## src/sut_pkg.sv

```systemverilog
// Constants and types shared by the serial transmit/receive path.
// Assumes a byte-addressed AHB-Lite slave window with one register per word.
package sut_pkg;
  localparam logic [7:0] OFF_STATUS_A = 8'h00;
  localparam logic [7:0] OFF_CTRL_B = 8'h04;
  localparam logic [7:0] OFF_FRAME_C = 8'h08;
  localparam logic [7:0] OFF_BAUD_HI = 8'h0C;
  localparam logic [7:0] OFF_BAUD_LO = 8'h10;
  localparam logic [7:0] OFF_DATA = 8'h14;
  // Bits of serial_status_ctrl_a.
  localparam int BIT_RX_DONE = 7;
  localparam int BIT_TX_DONE = 6;
  localparam int BIT_BUF_EMPTY = 5;
  localparam int BIT_DOUBLE_SPEED = 1;
  // Bits of serial_ctrl_b.
  localparam int BIT_TXC_IE = 6;
  localparam int BIT_BE_IE = 5;
  localparam int BIT_RX_EN = 4;
  localparam int BIT_TX_EN = 3;
  localparam int BIT_SIZE_HI = 2;
  localparam int BIT_RX_NINTH = 1;
  localparam int BIT_TX_NINTH = 0;
  // Bits of serial_frame_ctrl_c.
  localparam int BIT_SYNC_MASTER = 7;
  localparam int BIT_SYNC_MODE = 6;
  localparam int BIT_PAR_EN = 5;
  localparam int BIT_PAR_ODD = 4;
  localparam int BIT_STOP2 = 3;
  localparam int BIT_SIZE_LO = 1;
  localparam int BIT_CLK_POL = 0;
  localparam logic [7:0] FRAME_C_RESET = 8'h06;
  localparam logic [4:0] OS_NORMAL = 5'h10;
  localparam logic [4:0] OS_DOUBLE = 5'h08;
  localparam logic [2:0] SIZE_NINE = 3'h7;
  localparam logic [3:0] DATA_MIN = 4'h5;
  localparam logic [3:0] DATA_NINE = 4'h9;
  localparam int BAUD_W = 12;
  localparam int FRAME_W = 13;

  typedef enum logic [1:0] {RX_IDLE, RX_START, RX_BITS} sut_rx_state_t;

  typedef struct packed {
    logic hreadyout;
    logic [31:0] hrdata;
    logic rd_pend;
    logic [7:0] rd_addr;
    logic wr_pend;
    logic [7:0] wr_addr;
    logic double_speed;
    logic txc_ie;
    logic be_ie;
    logic rx_en;
    logic tx_en;
    logic size_hi;
    logic tx_ninth;
    logic [7:0] frame_c;
    logic [BAUD_W-1:0] baud_div;
    logic [BAUD_W-1:0] baud_cnt;
    logic xck_out;
    logic xck_prev;
    logic [8:0] tx_buf;
    logic tx_full;
    logic tx_done;
    logic tx_busy;
    logic [FRAME_W-1:0] tx_shift;
    logic [3:0] tx_left;
    logic [4:0] tx_os;
    logic txd;
    logic txd_oe;
    logic xck_oe;
    logic rxd_owned;
    sut_rx_state_t rx_state;
    logic [4:0] rx_os;
    logic [3:0] rx_idx;
    logic [10:0] rx_shift;
    logic [8:0] rx_buf;
    logic rx_full;
    logic irq_be;
    logic irq_tc;
  } sut_state_t;
endpackage : sut_pkg

```

## src/sut_top.sv

```systemverilog
// Serial transmit path and receive front end with an AHB-Lite register slave.
// Assumes pins are synchronous to hclk and one AHB-Lite master drives the slave.
// Function
// [RL1] Transmit enable takes over the data pin.
// [RL2] Synchronous mode transmits on external clock.
// [RL3] Buffer loads shifter when idle or after stop.
// [RL4] Shifter sends whole frame at mode rate.
// [RL5] Upper written bits ignored below eight bits.
// [RL6] Host sets ninth bit before low byte.
// [RL7] Buffer-empty flag mirrors buffer holding nothing.
// [RL8] Data write clears buffer-empty flag.
// [RL9] Buffer-empty request persists while flag set.
// [RL10] Handler writes data or disables request.
// [RL11] Complete flag sets when frame and buffer drained.
// [RL12] Complete flag clears on service or write-one.
// [RL13] Complete request follows flag when enabled.
// [RL14] Host writes zero to buffer-empty position.
// [RL15] Parity bit inserted after data bits.
// [RL16] Transmit disable waits until fully drained.
// [RL17] Receive enable takes over the receive pin.
// [RL18] Synchronous receive clocks on external clock.
// [RL19] Receiver starts on valid start, shifts bits.
// [RL20] Second stop bit never checked.
// [RL21] First stop moves frame into buffer.
// [RL22] Unused upper received bits read zero.
// [RL23] Frame: start, data LSB first, parity, stops.
// [RL24] Parity is XOR of data, inverted odd.
// [RL25] Receive flag shows unread buffered data.
// [RL26] Clock polarity picks change and sample edges.
// [RL27] Enabled idle transmitter holds line high.
//
// Added by the designer: the AHB-Lite slave port and the register offsets.
module sut_top (
  input wire logic hclk, // System clock.
  input wire logic hresetn, // Asynchronous reset, active low.
  input wire logic hsel, // Slave select.
  input wire logic [31:0] haddr, // Byte address.
  input wire logic [1:0] htrans, // Transfer type.
  input wire logic hwrite, // Write when high.
  input wire logic [2:0] hsize, // Transfer size, word only.
  input wire logic [31:0] hwdata, // Write data.
  input wire logic hready, // Bus ready.
  output logic hreadyout, // Slave ready.
  output logic [31:0] hrdata, // Read data.
  output logic hresp, // Always OKAY.
  output logic txd_out, // Serial transmit data.
  output logic txd_oe, // Transmitter owns the data pin.
  input wire logic rxd_in, // Serial receive data.
  output logic rxd_owned, // Receiver owns the receive pin.
  input wire logic xck_in, // External bit clock in.
  output logic xck_out, // External bit clock out.
  output logic xck_oe, // Clock pin driven as master.
  input wire logic global_irq_en, // Global interrupt enable.
  input wire logic tc_irq_taken, // Complete interrupt serviced.
  output logic irq_buf_empty, // Buffer-empty request.
  output logic irq_tx_complete // Transmit-complete request.
);
  sut_pkg::sut_state_t st;
  sut_pkg::sut_state_t nx;

  function automatic logic [3:0] data_bits(input logic [2:0] code);
    data_bits = (code == sut_pkg::SIZE_NINE) ? sut_pkg::DATA_NINE
              : 4'(sut_pkg::DATA_MIN + {2'h0, code[1:0]});
  endfunction : data_bits

  function automatic logic [8:0] mask_data(input logic [8:0] d, input logic [3:0] nb);
    logic [8:0] m;
    m = 9'h000;
    for (int i = 0; i < 9; i++) begin
      m[i] = d[i] & (i < int'(nb));
    end
    mask_data = m;
  endfunction : mask_data

  function automatic logic [sut_pkg::FRAME_W-1:0] build_frame(input logic [8:0] d,
      input logic [3:0] nb, input logic pe, input logic po);
    logic [sut_pkg::FRAME_W-1:0] f;
    logic [8:0] md;
    md = mask_data(d, nb);
    f = '1;
    f[0] = 1'h0;
    for (int i = 0; i < 9; i++) begin
      if (i < int'(nb)) begin
        f[i + 1] = md[i];
      end
    end
    if (pe) begin
      f[4'(nb + 4'h1)] = ^md ^ po; // RL15 RL24
    end
    build_frame = f;
  endfunction : build_frame

  logic baud_tick;
  logic sync;
  logic master;
  logic pol;
  logic xck_lvl;
  logic xck_rise;
  logic xck_fall;
  logic chg_edge;
  logic smp_edge;
  logic [4:0] os_len;
  logic [2:0] size_code;
  logic [3:0] nbits;
  logic pe;
  logic tx_strobe;
  logic tx_load;
  logic tc_set;
  logic tc_clr;
  logic data_wr;
  logic data_rd;
  logic rx_smp;
  logic [10:0] rx_tmp;
  logic [3:0] rx_len;
  logic [7:0] w;
  logic [7:0] rd_val;

  always_comb begin
    nx = st;
    tx_load = 1'h0;
    tc_set = 1'h0;
    tc_clr = 1'h0;
    data_wr = 1'h0;
    data_rd = 1'h0;
    rx_smp = 1'h0;
    rx_tmp = st.rx_shift;
    rd_val = 8'h00;
    w = hwdata[7:0];
    sync = st.frame_c[sut_pkg::BIT_SYNC_MODE];
    master = st.frame_c[sut_pkg::BIT_SYNC_MASTER];
    pol = st.frame_c[sut_pkg::BIT_CLK_POL];
    size_code = {st.size_hi, st.frame_c[sut_pkg::BIT_SIZE_LO +: 2]};
    nbits = data_bits(size_code);
    pe = st.frame_c[sut_pkg::BIT_PAR_EN];
    os_len = st.double_speed ? sut_pkg::OS_DOUBLE : sut_pkg::OS_NORMAL; // RL4
    rx_len = 4'(nbits + {3'h0, pe} + 4'h1); // RL20

    // Baud divider and internal clock for synchronous master mode.
    baud_tick = (st.baud_cnt == '0);
    nx.baud_cnt = baud_tick ? st.baud_div : st.baud_cnt - 12'h001;
    if (sync && master) begin
      if (baud_tick) begin
        nx.xck_out = ~st.xck_out;
      end
    end else begin
      nx.xck_out = 1'h0;
    end
    xck_lvl = master ? st.xck_out : xck_in; // RL2 RL18
    nx.xck_prev = xck_lvl;
    xck_rise = xck_lvl & ~st.xck_prev;
    xck_fall = ~xck_lvl & st.xck_prev;
    chg_edge = pol ? xck_fall : xck_rise; // RL26
    smp_edge = pol ? xck_rise : xck_fall; // RL26

    // Bus slave: address phase, then write commit or one wait state for a read.
    nx.wr_pend = 1'h0;
    if (hsel && htrans[1] && hready) begin
      if (hwrite) begin
        nx.wr_pend = 1'h1;
        nx.wr_addr = haddr[7:0];
      end else begin
        nx.rd_pend = 1'h1;
        nx.rd_addr = haddr[7:0];
        nx.hreadyout = 1'h0;
      end
    end
    if (st.rd_pend) begin
      case (st.rd_addr)
        sut_pkg::OFF_STATUS_A: begin
          rd_val[sut_pkg::BIT_RX_DONE] = st.rx_full; // RL25
          rd_val[sut_pkg::BIT_TX_DONE] = st.tx_done;
          rd_val[sut_pkg::BIT_BUF_EMPTY] = ~st.tx_full; // RL7
          rd_val[sut_pkg::BIT_DOUBLE_SPEED] = st.double_speed;
        end
        sut_pkg::OFF_CTRL_B: begin
          rd_val[sut_pkg::BIT_TXC_IE] = st.txc_ie;
          rd_val[sut_pkg::BIT_BE_IE] = st.be_ie;
          rd_val[sut_pkg::BIT_RX_EN] = st.rx_en;
          rd_val[sut_pkg::BIT_TX_EN] = st.tx_en;
          rd_val[sut_pkg::BIT_SIZE_HI] = st.size_hi;
          rd_val[sut_pkg::BIT_RX_NINTH] = st.rx_buf[8];
          rd_val[sut_pkg::BIT_TX_NINTH] = st.tx_ninth;
        end
        sut_pkg::OFF_FRAME_C: rd_val = st.frame_c;
        sut_pkg::OFF_BAUD_HI: rd_val = {4'h0, st.baud_div[11:8]};
        sut_pkg::OFF_BAUD_LO: rd_val = st.baud_div[7:0];
        sut_pkg::OFF_DATA: begin
          rd_val = st.rx_buf[7:0];
          data_rd = 1'h1;
        end
        default: rd_val = 8'h00;
      endcase
      nx.hrdata = {24'h00_0000, rd_val};
      nx.hreadyout = 1'h1;
      nx.rd_pend = 1'h0;
    end
    if (st.wr_pend) begin
      case (st.wr_addr)
        sut_pkg::OFF_STATUS_A: begin
          nx.double_speed = w[sut_pkg::BIT_DOUBLE_SPEED];
          tc_clr = w[sut_pkg::BIT_TX_DONE]; // RL12
        end
        sut_pkg::OFF_CTRL_B: begin
          nx.txc_ie = w[sut_pkg::BIT_TXC_IE];
          nx.be_ie = w[sut_pkg::BIT_BE_IE];
          nx.rx_en = w[sut_pkg::BIT_RX_EN];
          nx.tx_en = w[sut_pkg::BIT_TX_EN];
          nx.size_hi = w[sut_pkg::BIT_SIZE_HI];
          nx.tx_ninth = w[sut_pkg::BIT_TX_NINTH];
        end
        sut_pkg::OFF_FRAME_C: nx.frame_c = w;
        sut_pkg::OFF_BAUD_HI: nx.baud_div[11:8] = w[3:0];
        sut_pkg::OFF_BAUD_LO: nx.baud_div[7:0] = w;
        sut_pkg::OFF_DATA: data_wr = 1'h1;
        default: nx.frame_c = st.frame_c;
      endcase
    end

    // Transmitter: one-deep buffer feeding the frame shifter.
    if (sync) begin
      tx_strobe = chg_edge; // RL2
    end else begin
      tx_strobe = baud_tick && (st.tx_os == 5'(os_len - 5'h01)); // RL4
      if (st.tx_busy && baud_tick) begin
        nx.tx_os = tx_strobe ? 5'h00 : 5'(st.tx_os + 5'h01);
      end
    end
    if (st.tx_busy && tx_strobe) begin
      if (st.tx_left == 4'h1) begin
        if (st.tx_full) begin
          tx_load = 1'h1; // RL3
        end else begin
          nx.tx_busy = 1'h0;
          tc_set = 1'h1; // RL11
        end
      end else begin
        nx.tx_shift = {1'h1, st.tx_shift[sut_pkg::FRAME_W-1:1]}; // RL23
        nx.tx_left = 4'(st.tx_left - 4'h1);
      end
    end
    if (!st.tx_busy && st.tx_full && (!sync || tx_strobe)) begin
      tx_load = 1'h1; // RL3 RL16
    end
    if (tx_load) begin
      nx.tx_shift = build_frame(st.tx_buf, nbits, pe, st.frame_c[sut_pkg::BIT_PAR_ODD]); // RL5
      nx.tx_left = 4'(nbits + {3'h0, pe} + 4'h2 + {3'h0, st.frame_c[sut_pkg::BIT_STOP2]});
      nx.tx_busy = 1'h1;
      nx.tx_os = 5'h00;
      nx.tx_full = 1'h0; // RL7
    end
    if (data_wr) begin
      nx.tx_buf = {st.tx_ninth, w}; // RL6
      nx.tx_full = 1'h1; // RL8
    end
    if (tc_irq_taken) begin
      tc_clr = 1'h1; // RL12
    end
    if (tc_clr) begin
      nx.tx_done = 1'h0;
    end
    if (tc_set) begin
      nx.tx_done = 1'h1;
    end
    nx.txd = nx.tx_busy ? nx.tx_shift[0] : 1'h1; // RL27
    nx.txd_oe = nx.tx_en | nx.tx_busy | nx.tx_full; // RL1 RL16
    nx.xck_oe = &nx.frame_c[sut_pkg::BIT_SYNC_MODE +: 2] & (nx.txd_oe | nx.rx_en); // RL2
    nx.rxd_owned = nx.rx_en; // RL17

    // Receiver front end.
    if (data_rd) begin
      nx.rx_full = 1'h0;
    end
    if (!st.rx_en) begin
      nx.rx_state = sut_pkg::RX_IDLE;
      nx.rx_full = 1'h0; // RL25
    end else begin
      case (st.rx_state)
        sut_pkg::RX_IDLE: begin
          nx.rx_idx = 4'h0;
          nx.rx_os = 5'h00;
          if (sync) begin
            if (smp_edge && !rxd_in) begin
              nx.rx_state = sut_pkg::RX_BITS; // RL18 RL19
            end
          end else if (baud_tick && !rxd_in) begin
            nx.rx_state = sut_pkg::RX_START;
          end
        end
        sut_pkg::RX_START: begin
          if (baud_tick) begin
            nx.rx_os = 5'(st.rx_os + 5'h01);
            if (st.rx_os == 5'((os_len >> 1) - 5'h01)) begin
              nx.rx_os = 5'h00;
              nx.rx_state = rxd_in ? sut_pkg::RX_IDLE : sut_pkg::RX_BITS; // RL19
            end
          end
        end
        sut_pkg::RX_BITS: begin
          if (sync) begin
            rx_smp = smp_edge;
          end else if (baud_tick) begin
            rx_smp = (st.rx_os == 5'(os_len - 5'h01));
            nx.rx_os = rx_smp ? 5'h00 : 5'(st.rx_os + 5'h01);
          end
          if (rx_smp) begin
            rx_tmp[st.rx_idx] = rxd_in; // RL19
            nx.rx_shift = rx_tmp;
            nx.rx_idx = 4'(st.rx_idx + 4'h1);
            if (st.rx_idx == 4'(rx_len - 4'h1)) begin
              nx.rx_buf = mask_data(rx_tmp[8:0], nbits); // RL21 RL22
              nx.rx_full = 1'h1; // RL21
              nx.rx_state = sut_pkg::RX_IDLE; // RL20
            end
          end
        end
        default: nx.rx_state = sut_pkg::RX_IDLE;
      endcase
    end

    nx.irq_be = global_irq_en & nx.be_ie & ~nx.tx_full; // RL9
    nx.irq_tc = global_irq_en & nx.txc_ie & nx.tx_done; // RL13
  end

  always_ff @(posedge hclk or negedge hresetn) begin
    if (!hresetn) begin
      st <= '0;
      st.hreadyout <= 1'h1;
      st.frame_c <= sut_pkg::FRAME_C_RESET;
      st.txd <= 1'h1;
      st.rx_state <= sut_pkg::RX_IDLE;
    end else begin
      st <= nx;
    end
  end

  assign hreadyout = st.hreadyout;
  assign hrdata = st.hrdata;
  assign hresp = 1'h0;
  assign txd_out = st.txd;
  assign txd_oe = st.txd_oe;
  assign rxd_owned = st.rxd_owned;
  assign xck_out = st.xck_out;
  assign xck_oe = st.xck_oe;
  assign irq_buf_empty = st.irq_be;
  assign irq_tx_complete = st.irq_tc;
endmodule : sut_top

```

## config.mk

```make
export PLATFORM = sky130hd
export DESIGN_NAME = sut_top
export DESIGN_NICKNAME = d
export VERILOG_FILES = /design/src/sut_pkg.sv /design/src/sut_top.sv
export SDC_FILE = /design/constraint.sdc
export NUM_CORES = 1
export LEC_CHECK = 0
export ABC_AREA = 1
export CAP_MARGIN = 10
export CORE_MARGIN = 5
export CORE_UTILIZATION = 50
export CTS_CLUSTER_SIZE = 24
export DETAILED_ROUTE_END_ITERATION = 16
export DONT_BUFFER_PORTS = 1
export HOLD_SLACK_MARGIN = 0.06
export PLACE_DENSITY = 0.71
export SLEW_MARGIN = 40
export SYNTH_ARGS = -nofsm -noshare
export SYNTH_HDL_FRONTEND = slang
export SYNTH_SLANG_ARGS = --single-unit
```

## constraint.sdc

```tcl
create_clock -name hclk -period 4 [get_ports hclk]
set_clock_uncertainty 0.15 [all_clocks]
set_input_delay 0.6 -clock hclk [delete_from_list [all_inputs] [get_ports hclk]]
set_output_delay 0.6 -clock hclk [all_outputs]
set_load 0.02 [all_outputs]
```

==> flow_summary.ini, run 1 <==
[status]
status = complete, no violations

[clocking]
cts_root_buf = clkbuf_16
max-clock-path-buffers = 2
cts.clk_slew.worst_paths_ps = 60
clk_latency_ps = 420
cts.sinks = 137
post_cts_buffers = 0
htree_num_levels = 4
cts_tree = done
cts_made_buffers = 17

[synth]
netlist_instances = 971
synth_warnings = 0
synth_compound_area_share_pct = 12.2
synth_adder_area_share_pct = 4.16
seq_area_frac_synth_pct = 44.6
synth_cell_types = 50
yosys.area_share.simple_pct = 26.3
syn_area_um2 = 7700
syn_area_per_cell_um2 = 7.93
synth-seq-cells = 137
synth-xor-area-share_pct = 1.93
synth_top_family_by_area = simple AND/OR/NAND/NOR gates
synth.area.mux_share_pct = 0

[power_and_ir_drop]
peakVddDrop_mv = 0.355
p_leak_nw = 4.26
p_per_area_nw_per_um2 = 555
p_total_mw = 4.62

[global_routing]
overflow = 0
grt_max_degree = 138
grt_pass1_wl_um = 30300
track_usage_pct = 21.5
antenna_found_initial = 0
grt_pass1_vias = 5911

[routing]
drc = 0
viasPerCell = 5.30
drt_wl_total_um = 18400
detail-route-antenna-nets = 0
dr.pass1.iters = 5
num_vias = 6175
drt-initial-drc-count = 528
post_drt_wl_per_cell_um = 15.8

[job]
maxCapViolations = 0

[timing]
holdWs_ps = 149
worst_pin_slew_ps = 726
setup-tns-final_ps = 0
rsz0062_at_grt = false
finalSetupViolCount = 0
fin_crit_ps = 3170
fmax_mhz = 315
report.final.slew_viol_count = 0
post-route-period-util_pct = 79.3
setup_ws_ps = 827
slew_headroom_pct = 51.4
hold_viol = 0

[placed_design]
portBuffers = 0
gp_congestion = 0.945
dp_slack_ps = 850
numPlacedInstances = 1132
hpwl_um = 13400
dpl_cell_area_um2 = 7660

[floorplan]
fp.dieH_um = 134
core_area_um2 = 15100
start_util_pct = 50.8
die_area_um2 = 18000
fp-row-count = 45
die_w_um = 134
ios = 119

[critical_path]
cp_top_family = adder cells
critical_path_buf_inv_count = 1
worstPathMaxFanout = 18
worstSetupEndpointType = register
cp.required_ps = 4180
start_kind = register
cp_common_cell = ha_1
crit_type = register to register
cp_cell_sequence = ha_1, a21oi_1, inv_1, ha_1, fa_1, xnor2_1, o2111ai_1, nor2_1, nand2_4, o31ai_1
slowest_stage = fa_1
cp.arrival_ps = 3350
cpPeakStageDelay_ps = 580

[min_path]
hold_path.class = input port to register

[final_layout]
nFillCells = 1388
fin_area_um2 = 8330
diodes = 0
area_growth_pct = 8.21
drive_gt1_share_pct = 9.52
final_util_pct = 55.0
fin_cells = 1165
fin_nets = 1068
==> worst register-to-register path, delay by kind of cell, from the launching register on <==
kind	cells	cell delay, ps
AO/OA/AOI/OAI	3	800
XOR/XNOR	1	140
adder cells (fa/ha/maj)	3	1070
buffers and inverters	1	90
flip-flops	1	420
AND/OR/NAND/NOR	2	410
==> final timing paths <==
| check | end | slack, ps | start | cells after the start |
|---|---|---|---|---|
| worst max register to register | st[4] | 830 | size_code[0] | 10 |
| worst min-delay path | irq_buf_empty | 150 | global_irq_en | 2 |
| max in group asynchronous | st[78] | 2480 | hresetn | 2 |
| min in group asynchronous | st[88] | 640 | hresetn | 2 |
| worst min register to register | st[113] | 320 | st[113] | 2 |
| worst max-delay path | st[4] | 830 | size_code[0] | 10 |
==> layout by cell type (no fill, tap or decap), types with 3 or more instances in the layout <==
cell type | synthesis | layout
nand2_1 | 241 | 241
inv_1 | 109 | 109
nand3_1 | 60 | 60
dfrtp_1 | 133 | 133
nand2_2 | 16 | 16
nor3_1 | 20 | 20
ha_1 | 24 | 24
clkinv_4 | 0 | 3
clkbuf_16 | 0 | 17
a21oi_1 | 34 | 34
conb_1 | 1 | 25
o22ai_1 | 3 | 3
nor2_1 | 86 | 86
o21ai_1 | 8 | 8
nand4_1 | 11 | 11
dfstp_2 | 4 | 4
nor2_2 | 4 | 4
inv_2 | 11 | 11
xor2_1 | 11 | 11
clkinv_2 | 1 | 3
a22oi_1 | 6 | 6
o211ai_1 | 5 | 5
o21ai_0 | 67 | 67
xnor2_1 | 6 | 6
o31ai_1 | 12 | 12
nor2_4 | 5 | 5
bufinv_16 | 0 | 4
o21ai_2 | 11 | 11
nand2_4 | 3 | 3
==> metal layers <==
metal	up-vias	track usage, %	part of all wire [%]
met3	26	6.45	7.2
li1	3071	-	-
met5	-	0	0
met4	0	6.67	2.2
met2	170	32.4	45
met1	2908	30.0	46
==> synthesized netlist by cell type, drive strengths merged <==
| library cell | number | area (µm²) |
|---|---|---|
| ha | 24 | 300 |
| o22ai | 3 | 18.8 |
| clkinv | 2 | 8.75 |
| nor3b | 2 | 15.0 |
| o31ai | 13 | 103 |
| nand3 | 62 | 328 |
| nor2 | 96 | 424 |
| o21ai | 86 | 472 |
| a31oi | 2 | 12.5 |
| a41oi | 1 | 8.76 |
| nand4 | 11 | 68.8 |
| fa | 1 | 20.0 |
| a211oi | 2 | 15.0 |
| or2 | 3 | 18.8 |
| xnor2 | 6 | 52.6 |
| inv | 120 | 450 |
| nand3b | 2 | 15.0 |
| nand2 | 260 | 1040 |
| buf | 43 | 333 |
| a21oi | 34 | 170 |
| clkbuf | 9 | 33.8 |
| or3 | 1 | 6.26 |
| o2111ai | 2 | 17.5 |
| a311oi | 1 | 8.76 |
| o211ai | 5 | 37.5 |
| conb | 1 | 3.75 |
| o221ai | 2 | 17.5 |
| dfstp | 4 | 105 |
| dfrtp | 133 | 3330 |
| a21boi | 2 | 15.0 |
| nor3 | 21 | 110 |
| xor2 | 11 | 96.3 |
| a22oi | 6 | 45.0 |
==> timing repair <==
| item | in CTS | in global routing |
|---|---|---|
| hold buffers | 2 | 0 |
| resized for setup | 0 | 0 |
| hold endpoints to repair | 137 | 0 |
==> cell families after synthesis <==
logic type,count (synthesis)
other,1
buffers and inverters,174
and+or+nand+nor,458
xor gates and xnor gates,17
adders and majority gates,25
AOI/OAI and AO/OA,159
DFF,137
==> flip-flops by register name (all words and copies together), names as in the netlist <==
register         count
st                 115
pol                  1
txd_out              1
hreadyout            1
irq_buf_empty        1
irq_tx_complete      1
master               1
xck_out              1
size_code            3
rxd_owned            1
xck_oe               1
hrdata               8
txd_oe               1
pe                   1
==> layout make-up <==
cell class	count	area [µm²]	share of cell area, %
clock buffer	20	457	5.48
clock inverter	11	171	2.06
inverter	122	459	5.51
multi-input combinational	684	3530	42.4
sequential	137	3430	41.2
tap	188	235	2.82
timing repair buffer	3	45.0	0.541
==> where the power goes <==
| group | switching [mW] | internal, mW | total, mW | leakage [nW] |
|---|---|---|---|---|
| combinational | 0.775 | 0.355 | 1.13 | 2.32 |
| sequential | 0.224 | 1.60 | 1.82 | 1.64 |
| clock | 0.596 | 1.07 | 1.67 | 0.302 |
No activity file was read; power rests on OpenSTA's default activity.
==> inputs of run 2 (changes only) <==
--- a/config.mk
+++ b/config.mk
@@ -13,7 +13,7 @@
 export DETAILED_ROUTE_END_ITERATION = 16
 export DONT_BUFFER_PORTS = 1
 export HOLD_SLACK_MARGIN = 0.06
-export PLACE_DENSITY = 0.71
+export PLACE_DENSITY = 0.74
 export SLEW_MARGIN = 40
 export SYNTH_ARGS = -nofsm -noshare
 export SYNTH_HDL_FRONTEND = slang
==> constraint.sdc (replaced) <==
create_clock -name hclk -period 2.75 [get_ports hclk]
set_clock_uncertainty 0.15 [all_clocks]
set_input_delay 0.4125 -clock hclk [delete_from_list [all_inputs] [get_ports hclk]]
set_output_delay 0.4125 -clock hclk [all_outputs]
set_load 0.02 [all_outputs]
==> run 2 against run 1 <==
Critical path depth grew 1. Clock-buffer cell count grew 4. Die area is the same. The flow now finishes with violations (hold timing). Final area grew 3.9%. Final cell count grew 2.8%. Global-route usage grew 0.054 points. Sequential share of layout area shrank 1.6 points. Clock power grew 35%. Core utilization grew 2.2 points. Via count grew 3.9%. Hold slack lost 620 ps. Register-to-register slack lost 760 ps.
==> flow_summary.ini, run 2 (synthesis results as in run 1) <==
[floorplan]
die_area_um2 = 18000
fp.dieH_um = 134
start_util_pct = 50.8
fp-row-count = 45
die_w_um = 134
ios = 119
core_area_um2 = 15100

[critical_path]
cp.arrival_ps = 2840
crit_path_start = size_code[0]
cp.required_ps = 2900
critical_path_buf_inv_count = 2
worstSetupEndpointType = register
cp_top_family = adder cells
cp_cell_sequence = inv_2, a21oi_2, inv_1, ha_2, fa_2, xnor2_2, o2111ai_4, nor2_4, nand2_2, nand2_1, o31ai_2
regToRegStartpoint = size_code[0]
cpPeakStageDelay_ps = 580
worstPathMaxFanout = 4
start_kind = register
crit_type = register to register
slowest_stage = dfstp_2

[routing]
num_vias = 6417
dr.pass1.iters = 7
drt_wl_total_um = 19000
drt-initial-drc-count = 695
detail-route-antenna-nets = 0
viasPerCell = 5.36
drc = 0
post_drt_wl_per_cell_um = 15.8

[final_layout]
area_growth_pct = 12.5
final_util_pct = 57.1
largest_register_ffs = 115
drive_gt1_share_pct = 12.5
fin_cells = 1198
final_common_cell = nand2_1
largest_register = st
nFillCells = 1314
fin_nets = 1100
layout_common_cells = nand2_1 (240), dfrtp_1 (133), inv_1 (108)
diodes = 0
fin_area_um2 = 8660

[timing]
fin_crit_ps = 2680
setup-tns-final_ps = 0
slew_headroom_pct = 51.4
rsz0062_at_grt = true
fmax_mhz = 373
hold_viol = 137
report.final.slew_viol_count = 0
finalSetupViolCount = 0
holdWs_ps = -467
setup_ws_ps = 67.7
worst_pin_slew_ps = 727
post-route-period-util_pct = 97.5

[placed_design]
numPlacedInstances = 1144
dpl_cell_area_um2 = 7780
gp_congestion = 0.935
dp_slack_ps = 20.0
portBuffers = 0
hpwl_um = 13600

[clocking]
clk_latency_ps = 430
cts_made_buffers = 17
cts_tree = done
cts_root_buf = clkbuf_16
cts.sinks = 137
max-clock-path-buffers = 2
cts.clk_slew.worst_paths_ps = 60
postCtsHoldBufs = 17
htree_num_levels = 4

[status]
status = complete, but fails checks
violations = hold timing

[global_routing]
grt_max_degree = 138
track_usage_pct = 21.5
overflow = 0
antenna_found_initial = 0
grt_pass1_wl_um = 30400
grt_pass1_vias = 6086

[power_and_ir_drop]
p_leak_nw = 4.41
peakVddDrop_mv = 0.568
p_per_area_nw_per_um2 = 779

[job]
maxCapViolations = 0

[min_path]
hold_path.class = input port to async pin
run 2: repair_timing:
action                                 in CTS  in global routing
buffers inserted                            0                  2
gates resized for setup                     0                 19
pin swaps                                   1                  4
setup endpoints to repair                   2                 23
gates cloned                                0                  3
endpoints found under the hold margin     163                137
run 2: area by class of cell:
type / instances / area, µm² / share of cell area [%]
Tap cell: 188 / 235 / 2.72
Timing Repair Buffer: 32 / 283 / 3.27
Inverter: 122 / 459 / 5.30
Clock buffer: 24 / 492 / 5.68
Sequential cell: 137 / 3430 / 39.7
Clock inverter: 8 / 95.1 / 1.10
Multi-Input combinational cell: 687 / 3660 / 42.3
run 2: where the power goes:
| part | leakage, nW | total, mW | switching, mW | internal [mW] |
|---|---|---|---|---|
| combinational | 2.49 | 1.83 | 1.20 | 0.627 |
| clock | 0.286 | 2.26 | 0.842 | 1.42 |
| sequential | 1.64 | 2.64 | 0.319 | 2.32 |
| total | 4.41 | 6.74 | 2.37 | 4.37 |
run 2: metrics by stage:
step / hold slack (ps) / power, mW
after floorplan: -33.1 / 3.95
after global placement: -27.9 / 4.27
after detailed placement: -26.3 / 4.31
after CTS: -476 / 6.61
after global routing: -482 / 7.12
final: -467 / 6.74
run 2: final timing paths:
check | end | slack, ps | depth (start not counted)
min reg2reg | st[120] | 330 | 2
max reg2reg | st[11] | 70 | 11
min in group hclk | st[67] | 70 | 2
min | st[78] | -470 | 0
max | st[11] | 70 | 11
max in group asynchronous | size_code[0] | 2640 | 0
run 2: layer usage:
layer | share of wire [%] | GRT usage, % | wire, µm
met2 | 46 | 33.1 | 8650
met1 | 45 | 29.6 | 8520
met4 | 1.6 | 6.28 | 310
met3 | 7.8 | 6.71 | 1470
met5 | 0 | 0 | 0
==> inputs of run 3 (changes only) <==
--- a/config.mk
+++ b/config.mk
@@ -9,6 +9,7 @@
 export CAP_MARGIN = 10
 export CORE_MARGIN = 5
 export CORE_UTILIZATION = 50
+export CTS_BUF_LIST = sky130_fd_sc_hd__clkbuf_8
 export CTS_CLUSTER_SIZE = 24
 export DETAILED_ROUTE_END_ITERATION = 16
 export DONT_BUFFER_PORTS = 1
==> run 3 against run 2 <==
The run still ends with hold timing left. Sequential share of layout area grew 0.66 points. Maximum frequency shrank 1.3%. Register-to-register slack worse by 40 ps. Critical endpoint unchanged. Sequential power about the same. Sequential cell count stayed put. Highest routed layer unchanged.
==> flow_summary.ini, run 3 (synthesis results as in run 1) <==
[floorplan]
core_area_um2 = 15100
start_util_pct = 50.8
ios = 119
fp-row-count = 45
die_w_um = 134
fp.dieH_um = 134
die_area_um2 = 18000

[routing]
post_drt_wl_per_cell_um = 15.7
viasPerCell = 5.32
drt-initial-drc-count = 659
met1Wirelength_um = 8570
wl_met3_um = 1440
detail-route-antenna-nets = 0
wl_met2_um = 8540
num_vias = 6385
drc = 0
drt_wl_total_um = 18800
dr.pass1.iters = 6
routed.top_layer = met4

[power_and_ir_drop]
intPower_mw = 3.83
clock_power_share_pct = 27.0
power.switching_mw = 2.29
p_per_area_nw_per_um2 = 718
peakVddDrop_mv = 0.532
p_comb_share_pct = 29.9
p_leak_nw = 4.38
seqPwrFrac_pct = 43.1
swShare_pct = 37.4

[clocking]
cts.sinks = 137
postCtsHoldBufs = 18
cts.clk_slew.worst_paths_ps = 80
max-clock-path-buffers = 2
htree_num_levels = 4
cts_root_buf = clkbuf_8
cts_tree = done
cts_made_buffers = 17
clk_latency_ps = 450

[timing]
post-route-period-util_pct = 98.8
rsz0062_at_grt = true
hold_viol = 137
report.final.slew_viol_count = 0
fmax_mhz = 368
fin_crit_ps = 2720
worst_pin_slew_ps = 702
slew_headroom_pct = 53.0
holdWs_ps = -486
finalSetupViolCount = 0
setup_ws_ps = 31.8

[final_layout]
nFillCells = 1334
diodes = 0
largest_register_ffs = 115
area_growth_pct = 10.6
fin_cells = 1201
fin_nets = 1103
final_common_cell = nand2_1
drive_gt1_share_pct = 13.0
layout_common_cells = nand2_1 (237), dfrtp_1 (133), inv_1 (111)
largest_register = st
fin_area_um2 = 8510

[critical_path]
cpPeakStageDelay_ps = 590
crit_type = register to register
rr_worst_depth = 11
worstPathMaxFanout = 4
start_kind = register
crit_path_start = size_code[0]
worstSetupEndpointType = register
critical_path_buf_inv_count = 3
cp.arrival_ps = 2920
regToRegStartpoint = size_code[0]
cp.required_ps = 2950
slowest_stage = dfstp_2
crit_cells = 11
cp_top_family = adder cells
cp_cell_sequence = inv_2, a21oi_2, inv_1, ha_2, fa_2, xnor2_2, o2111ai_4, nor2_4, buf_6, nand2_4, o31ai_2

[placed_design]
hpwl_um = 13600
numPlacedInstances = 1144
gp_congestion = 0.935
portBuffers = 0
dp_slack_ps = 20.0
dpl_cell_area_um2 = 7780

[global_routing]
grt_pass1_vias = 5963
overflow = 0
grt_max_degree = 138
grt_pass1_wl_um = 30100
track_usage_pct = 21.2
antenna_found_initial = 0

[status]
status = complete, but fails checks
violations = hold timing

[min_path]
hold_path.class = input port to async pin

[job]
maxCapViolations = 0
[run 3: cell count changes in the layout (fill, tap and decap cells not counted), sizes merged]
cell,previous run,this run
buf,15,16
clkbuf,24,21
dlygate4sd3,17,18
inv,120,123
nand2,263,264
[run 3: power by group through the flow]
stage	combinational, mW	clock, mW	sequential [mW]
floorplan	1.39	0	2.56
global placement	1.61	0	2.66
detailed placement	1.64	0	2.67
CTS	1.68	1.68	2.63
global route	2.04	1.78	2.67
finish	1.83	1.65	2.64
[run 3: worst reg2reg max path, stage by stage, from the launching register on]
cell and delay (ps):
dfstp_2 590, inv_2 50, a21oi_2 130, inv_1 60
ha_2 170, fa_2 570, xnor2_2 140, o2111ai_4 180
nor2_4 170, buf_6 150, nand2_4 80, o31ai_2 200
[run 3: worst paths after layout]
kind | endpoint | slack, ps
worst max register to register | st[11] | 30
worst max-delay path | st[11] | 30
min in group hclk | st[121] | 90
worst min-delay path | st[78] | -490
max in group asynchronous | size_code[1] | 2670
worst min register to register | st[120] | 330
[run 3: repair_timing]
action                                  in CTS  in global routing
cloned                                       0                  4
setup buffers                                0                  3
gates resized for setup                      0                 26
pin swaps                                    1                  5
endpoints found under the hold margin      175                137
endpoints found under the setup margin       2                 22
[run 3: cell type report]
| class | instances | area (µm²) | area share [%] |
|---|---|---|---|
| Clock buffer | 21 | 289 | 3.39 |
| Clock inverter | 11 | 106 | 1.25 |
| Inverter | 122 | 459 | 5.39 |
| Multi-Input combinational cell | 688 | 3690 | 43.3 |
| Sequential cell | 137 | 3430 | 40.3 |
| Tap cell | 188 | 235 | 2.76 |
| Timing Repair Buffer | 34 | 304 | 3.57 |
[run 3: per-layer routing]
layer | vias up | global-route usage [%]
li1 | 3144 | -
met1 | 3027 | 29.7
met2 | 187 | 32.1
met3 | 27 | 6.19
met4 | 0 | 6.62
met5 | - | 0
[run 3: stage by stage]
stage / util, % / total power, mW / setup TNS, ps
after floorplan: - / 3.95 / 0
after global placement: 51.4 / 4.27 / 0
after detailed placement: 51.4 / 4.31 / 0
after CTS: 55.2 / 5.99 / 0
after global routing: 56.2 / 6.49 / -496
final: 56.2 / 6.12 / 0
